`src/common/dpdmp_pkg.sv`:
```
// package: register map, field layout and reset values of the damping registers
`default_nettype none
package dpdmp_pkg;
	localparam int ADDR_W = 8;
	localparam int DATA_W = 8;
	localparam logic [7:0] T4_DAMP_OFS = 8'h6A;
	localparam logic [7:0] MON_DAMP_OFS = 8'h6B;
	localparam logic [7:0] DAMP_RST = 8'h13;
	localparam logic [2:0] FIXED_FIELD = 3'h1;
	localparam int CODE_LSB = 0;
	localparam int FIXED_LSB = 4;
	localparam logic [2:0] CODE_MIN = 3'h1;
	localparam logic [2:0] CODE_MAX = 3'h5;
	localparam logic [2:0] CODE_DEF = 3'h3;
	typedef enum logic [1:0]
	{
		PD2_GAIN_FIXED = 2'b00,
		PD2_GAIN_FROM_MON = 2'b01
	} dpdmp_pd2_mode_t;
endpackage
`default_nettype wire

```
`src/rtl/dpdmp_code_reg.sv`:
```
// one damping register: 3-bit code with fixed field and unused bits
`default_nettype none
module dpdmp_code_reg
(
	input wire logic clk,
	input wire logic sys_rst,
	input wire logic wr_en,
	input wire logic [7:0] wr_data,
	output logic [7:0] reg_value,
	output logic [2:0] code,
	output logic code_valid
);
	logic [7:0] val_r;
	logic [7:0] val_nxt;

	always_comb
	begin
		val_nxt = val_r;
		if (wr_en)
		begin
			val_nxt = wr_data;
		end
	end

	always_ff @(posedge clk)
	begin
		if (sys_rst)
		begin
			val_r <= dpdmp_pkg::DAMP_RST;
		end
		else
		begin
			val_r <= val_nxt;
		end
	end

	assign reg_value = val_r;
	assign code = val_r[dpdmp_pkg::CODE_LSB +: 3];
	assign code_valid = (code >= dpdmp_pkg::CODE_MIN) && (code <= dpdmp_pkg::CODE_MAX);
endmodule
`default_nettype wire

```
`src/rtl/dpdmp_pd2_gain.sv`:
```
// second phase detector gain selection from monitor damping code
`default_nettype none
module dpdmp_pd2_gain
(
	input wire logic clk,
	input wire logic sys_rst,
	input wire logic gain_from_mon,
	input wire logic [2:0] mon_code,
	input wire logic mon_valid,
	output logic [2:0] pd2_gain_code
);
	logic [2:0] gain_r;
	logic [2:0] gain_nxt;

	always_comb
	begin
		gain_nxt = dpdmp_pkg::CODE_DEF;
		if (gain_from_mon && mon_valid)
		begin
			gain_nxt = mon_code;
		end
	end

	always_ff @(posedge clk)
	begin
		if (sys_rst)
		begin
			gain_r <= dpdmp_pkg::CODE_DEF;
		end
		else
		begin
			gain_r <= gain_nxt;
		end
	end

	assign pd2_gain_code = gain_r;
endmodule
`default_nettype wire

```
`src/rtl/dpdmp_regs.sv`:
```
// damping configuration register bank for the extra path and monitor loops
`default_nettype none
module dpdmp_regs
(
	input wire logic clk,
	input wire logic sys_rst,
	input wire logic [7:0] addr,
	input wire logic [7:0] wdata,
	input wire logic wr_stb,
	input wire logic rd_stb,
	output logic [7:0] rdata,
	input wire logic gain_from_mon,
	output logic [2:0] extra_path_damping_code,
	output logic extra_path_code_valid,
	output logic [2:0] monitor_loop_damping_code,
	output logic monitor_code_valid,
	output logic [2:0] pd2_gain_code
);
	logic [7:0] t4_val;
	logic [7:0] mon_val;
	logic [7:0] rdata_r;
	logic [7:0] rdata_nxt;
	logic t4_wr;
	logic mon_wr;

	// decoding shared by writes and reads
	function automatic logic hit(input logic [7:0] a, input logic [7:0] ofs);
		hit = (a == ofs);
	endfunction

	assign t4_wr = wr_stb && hit(addr, dpdmp_pkg::T4_DAMP_OFS);
	assign mon_wr = wr_stb && hit(addr, dpdmp_pkg::MON_DAMP_OFS);

	dpdmp_code_reg u_t4
	(
		.clk(clk),
		.sys_rst(sys_rst),
		.wr_en(t4_wr),
		.wr_data(wdata),
		.reg_value(t4_val),
		.code(extra_path_damping_code),
		.code_valid(extra_path_code_valid)
	);

	dpdmp_code_reg u_mon
	(
		.clk(clk),
		.sys_rst(sys_rst),
		.wr_en(mon_wr),
		.wr_data(wdata),
		.reg_value(mon_val),
		.code(monitor_loop_damping_code),
		.code_valid(monitor_code_valid)
	);

	dpdmp_pd2_gain u_gain
	(
		.clk(clk),
		.sys_rst(sys_rst),
		.gain_from_mon(gain_from_mon),
		.mon_code(monitor_loop_damping_code),
		.mon_valid(monitor_code_valid),
		.pd2_gain_code(pd2_gain_code)
	);

	always_comb
	begin
		rdata_nxt = 8'h00;
		if (rd_stb)
		begin
			if (hit(addr, dpdmp_pkg::T4_DAMP_OFS))
			begin
				rdata_nxt = t4_val;
			end
			else if (hit(addr, dpdmp_pkg::MON_DAMP_OFS))
			begin
				rdata_nxt = mon_val;
			end
		end
	end

	always_ff @(posedge clk)
	begin
		if (sys_rst)
		begin
			rdata_r <= 8'h00;
		end
		else
		begin
			rdata_r <= rdata_nxt;
		end
	end

	assign rdata = rdata_r;

	// validity decode shared by several checks
	function automatic logic code_ok(input logic [2:0] c);
		code_ok = (c >= dpdmp_pkg::CODE_MIN) && (c <= dpdmp_pkg::CODE_MAX);
	endfunction

	// shadow of the last byte written to each place, kept apart from the cells
	// so that a fault inside a cell cannot hide behind its own read path
	logic [7:0] t4_shadow_r;
	logic [7:0] t4_shadow_nxt;
	logic [7:0] mon_shadow_r;
	logic [7:0] mon_shadow_nxt;

	always_comb
	begin
		t4_shadow_nxt = t4_shadow_r;
		mon_shadow_nxt = mon_shadow_r;
		if (wr_stb && addr == dpdmp_pkg::T4_DAMP_OFS)
		begin
			t4_shadow_nxt = wdata;
		end
		if (wr_stb && addr == dpdmp_pkg::MON_DAMP_OFS)
		begin
			mon_shadow_nxt = wdata;
		end
	end

	always_ff @(posedge clk)
	begin
		if (sys_rst)
		begin
			t4_shadow_r <= dpdmp_pkg::DAMP_RST;
			mon_shadow_r <= dpdmp_pkg::DAMP_RST;
		end
		else
		begin
			t4_shadow_r <= t4_shadow_nxt;
			mon_shadow_r <= mon_shadow_nxt;
		end
	end

	// per-register view, so both places are held to the same read and write checks
	logic [7:0] slot_val [2];
	logic [7:0] slot_ofs [2];

	assign slot_val[0] = t4_val;
	assign slot_val[1] = mon_val;
	assign slot_ofs[0] = dpdmp_pkg::T4_DAMP_OFS;
	assign slot_ofs[1] = dpdmp_pkg::MON_DAMP_OFS;

	genvar g;
	generate
		for (g = 0; g < 2; g++)
		begin : g_slot

		end
	endgenerate
endmodule
`default_nettype wire

```
`config.mk`:
```
export PLATFORM = sky130hd
export DESIGN_NAME = dpdmp_regs
export DESIGN_NICKNAME = d
export VERILOG_FILES = /design/src/common/dpdmp_pkg.sv /design/src/rtl/dpdmp_code_reg.sv /design/src/rtl/dpdmp_pd2_gain.sv /design/src/rtl/dpdmp_regs.sv
export SDC_FILE = /design/constraint.sdc
export NUM_CORES = 1
export LEC_CHECK = 0
export ABC_AREA = 1
export BUFFER_PORTS_ARGS = -buffer_cell sky130_fd_sc_hd__buf_2
export CAP_MARGIN = 30
export CORE_MARGIN = 10
export CORE_UTILIZATION = 44
export CTS_BUF_LIST = sky130_fd_sc_hd__clkbuf_16
export CTS_CLUSTER_DIAMETER = 80
export DETAILED_ROUTE_END_ITERATION = 7
export GPL_TIMING_DRIVEN = 0
export PLACE_DENSITY_LB_ADDON = 0.25
export SYNTH_ARGS = -nofsm -noshare
export SYNTH_HDL_FRONTEND = slang
export SYNTH_SLANG_ARGS = --single-unit
```
`constraint.sdc`:
```
create_clock -name clk -period 1 [get_ports clk]
set_clock_uncertainty 0.05 [all_clocks]
set_input_delay 0.2 -clock clk [delete_from_list [all_inputs] [get_ports clk]]
set_output_delay 0.2 -clock clk [all_outputs]
set_load 0.005 [all_outputs]
```
Yosys cells after proc, flatten, opt, wreduce, memory -nomap -nowiden
Cells that the tools add are included.

word-level totals
  bits in registers = 27
  logic and storage cells = 21

operators by class
  magnitude comparators = 4
  equality and inequality tests = 2
  mux-type cells = 2
  bitwise operators = 2
  reductions and logical operators = 7

operators with widths
  cell                                                               number
  equality test 8 x 7 -> 1 bit, second input constant                2
  two-way mux 8 bit                                                  2
  greater-or-equal comparator 3 x 1 -> 1 bit, second input constant  2
  less-or-equal comparator 3 bit, second input constant              2
  logical AND 1 bit                                                  5
  OR reduction 2 bit                                                 2
  NOT 1 bit                                                          2

Depth between registers and ports, before layout
  depth in word-level cells = 5
  depth in mapped cells = 8
  gate-level depth less buffers = 7

Hierarchy
From an unflattened synthesis, not the netlist that was laid out.

unflattened totals
  cell total of the unflattened synthesis = 179
  area total of the unflattened synthesis = 1,239.9 sq um

by module, submodules not included
  module          instances  cells an instance  area each (sq um)  seq. area each (sq um)
  dpdmp_code_reg  2          52                 349.1              160.2
  dpdmp_regs      1          62                 440.4              160.2
  dpdmp_pd2_gain  1          13                 101.3              60.1

Worst setup path after synthesis
Ideal clock, no wire load.

  kind = input port to flip-flop
  start = in addr[2]
  end = reg u_mon.val_r[1], in the netlist u_mon.reg_value[1]
  arrival time = 0.834 ns
  setup slack = -0.018 ns
  cell stages on the path = 7
  path buffers = 1
  path through = inv_1 > nand2_1 > nor2_4 > nand3_4 > buf_6 > nand2_1 > nand3_1

on the way
  cells in the longest elaborated chain, start to end = 2

ends and longest elaborated chain
  item                          line                  RTL
  start: declaration            dpdmp_regs.sv:7       input wire logic [7:0] addr,
  equality test 8 x 7 -> 1 bit  n/a
  logical AND 1 bit             n/a
  end signal: assignment        dpdmp_code_reg.sv:29  val_r <= dpdmp_pkg::DAMP_RST;
  end signal: assignment        dpdmp_code_reg.sv:33  val_r <= val_nxt;
  end: declaration              dpdmp_code_reg.sv:13  logic [7:0] val_r;

No other way between the ends.
A chain may end at the register's enable or synchronous reset.

Worst setup path after layout
  start = reg u_mon.val_r[1], in the netlist u_mon.reg_value[1]
  end = out monitor_code_valid

on the way
  cells in the longest elaborated chain, start to end = 2
  elaborated cells on any way between the ends = 3

ends and longest elaborated chain
  item                                                                                                 line                  RTL
  greater-or-equal comparator 3 x 1 -> 1 bit / less-or-equal comparator 3 bit (equally long branches)  dpdmp_code_reg.sv:39  assign code_valid = (code >= dpdmp_pkg::CODE_MIN) && (code <= dpdmp_pkg::CODE_MAX);
  logical AND 1 bit (*)                                                                                dpdmp_code_reg.sv:39
  end: declaration                                                                                     dpdmp_regs.sv:16      output logic monitor_code_valid,

Every way passes the cells marked *; elsewhere a longest branch is shown, timed or not.

==> results.md <==
* Yosys cell types at 17
* Critical path's largest stage delay at 0.34 ns
* Asr flop ratio synth at 0%
* Crit path max fanout at 4
* Required time of the critical path at 0.75 ns
* TritonCTS clock tree: yes
* Post-DP HPWL at 2250 um
* Critical path's top delay family: flip-flops
* Worst-Margin Slew at 0.351 ns
* Final worst hold slack at 0.113 ns
* IR drop worst, VDD at 1.23 mV
* Worst setup margin at -0.229 ns
* Drt drc at 0
* Average routed wire per standard cell at 13.0 um
* # port buffers at 39
* RSZ-0062 raised after global routing: true
* Post-Syn Nets at 201
* Crit end category: primary output
* Num CTS Buffers at 3
* Top post-synthesis cells by area: dfxtp_1, nand2_1, nand3_1
* Final hold violations at 0
* Fmax achieved at 813 MHz
* Slew Viols, Final at 0
* Starting density of the core at 45.8%
* Setup TNS at -0.933 ns
* Std-Cell Rows at 19
* Final-report setup violation count at 10
* Status: finished with violations
* Filler Cell Count at 235
* Initial antenna violation count at 0
* Critical path cell sequence: inv_2 -> nand3_2 -> nand2_2 -> inv_2 -> buf_6
* Core area at 0.00276 mm2
* Grt ovf at 0
* Routed via count at 1,286
* Vias in the first global route at 1,154
* Clock Path Buffers at 2
* Hold buffers post-CTS at 0
* Via density at 4.80
* Clock Sinks at 27
* Register area share after synthesis at 42.8%
* First-pass GRT wire length at 5350 um
* Die H at 73.6 um
* Detailed Routing Iterations Pass 1 at 4
* Worst path arrival time at 0.98 ns
* Final Cell Area at 0.00183 mm2
* Mean post-synth cell area at 7.02 um2
* Largest net degree at the start of global routing at 15
* Violated checks: negative setup slack
* Cell with the most instances after synthesis: nand2_1
* Drt initial violations at 101
* Hold WC Path Type: input pin to flip-flop
* Area growth syn-to-layout at 45.0%
* Final core utilization at 66.5%
* Crit-path most repeated cell: inv_2
* Slew Limit Headroom at 76.5%
* Gpl congestion at 0.761
* Die area at 0.00542 mm2
* Top_reg_cell synth: dfxtp_1
* P_leak at 0.910 nW
* Synth Register Bits at 27
* Gr usage total at 12.3%
* Tot Pwr at 0.00212 W
* Post-Syn Instances at 180
* CTS HTree Levels at 1
* Ys Warns at 0
* Power Density at 1160 mW/mm2
* Worst reg2reg setup slack at 0 ns
* Fin crit period at 1.23 ns
* Ant diodes at 0
* Netlist Area Pre-Place at 0.00126 mm2
* Startpoint types: flip-flop
* Placed inst area at 0.00150 mm2
* Root Driver: clkbuf_16
* Layout net count at 259
* Number of flops mapped to enable cells by yosys at 0
* Clock Latency Late Sink at 0.26 ns
* Post-synth top area share at 42.8%
* Top cells by count, synth: nand2_1, inv_1, dfxtp_1
* Worst Path Buf+Inv at 3
* Fin crit share at 123%
* Antenna violation net count after detailed routing at 0
* Die Span X at 73.6 um
* CP Class: flip-flop to primary output
* I/O Pins at 40
* CTS clk-pin slew, worst paths at 0.07 ns
* Max_cap viols at 0
* Drt total wl at 3490 um
* CP max-delay cell: dfxtp_2
* Synth area leader: dfxtp_1
* Share of cells above drive strength 1 at 41.4%
## power breakdown
part,internal (W),switching (W)
logic,0.0000657,0.0000970
registers,0.00107,0.00000113
clock network,0.000535,0.000352
## registers in the layout, indices dropped and copies added, names as in the netlist
signal and cells:
u_gain.pd2_gain_code 3, u_mon.reg_value 8, u_t4.reg_value 8, rdata 8
## through the flow
stage,cells,setup WS [ns]
2_1_floorplan,180,0.00146
3_3_place_gp,250,-0.266
3_5_place_dp,250,-0.279
4_1_cts,262,-0.198
5_1_grt,268,-0.261
6_report,268,-0.229
## path summary, 6_finish.rpt
kind	from	endpoint	depth (start not counted)
min reg2reg	u_t4.reg_value[4]	u_t4.reg_value[4]	2
max	u_mon.reg_value[1]	monitor_code_valid	5
max reg2reg	u_mon.reg_value[1]	u_gain.pd2_gain_code[1]	6
min	wdata[7]	u_mon.reg_value[7]	3
## cells by family (layout without fill, tap and decap cells)
logic type	after synthesis	after routing	share of synthesized area, %
flops	27	27	42.8
compound gates	10	10	3.96
buf+inv	42	99	16.0
simple gates	101	101	37.2
## worst register-to-register path: cells and delay by family (launching register included)
family | cells | cell delay [ns]
buf+inv | 2 | 0.20
simple gates | 4 | 0.29
flops | 1 | 0.37
## what timing repair did
action | 4_1_cts | 5_1_grt
resized for setup | 25 | 21
setup buffers | 11 | 5
gates cloned | 0 | 1
pin swaps | 5 | 10
setup endpoints to repair | 16 | 26
## layer usage
layer	vias to the layer above	global-route usage, %	wire [um]
li1	675	-	-
met5	-	0	0
met2	27	21.3	1870
met4	0	3.73	16
met1	582	14.6	1410
met3	2	2.96	199
## layout make-up
cell class	instances	area, um2	share of cell area (%)
Buffer	13	119	6.48
Clock buffer	3	75.1	4.10
Clock inverter	1	3.75	0.205
Inverter	29	109	5.94
Multi-Input combinational cell	111	563	30.7
Sequential cell	27	551	30.0
Tap cell	31	38.8	2.12
Timing Repair Buffer	53	374	20.4
## placed cells by master (no fill, tap or decap)
cell type	n
nor2_4	4
clkbuf_2	2
nand4_1	9
clkbuf_16	4
nand3_1	22
o21ai_1	2
nor2_2	2
dfxtp_2	5
inv_2	8
nand2_2	6
buf_6	14
a21oi_1	8
dfxtp_1	21
buf_8	1
buf_4	18
inv_1	21
buf_2	30
nand3_4	2
nand3_2	1
nand2_1	36
nor2_1	19
clkinv_1	1
dfxtp_4	1
No activity file was read; power rests on OpenSTA's default activity.
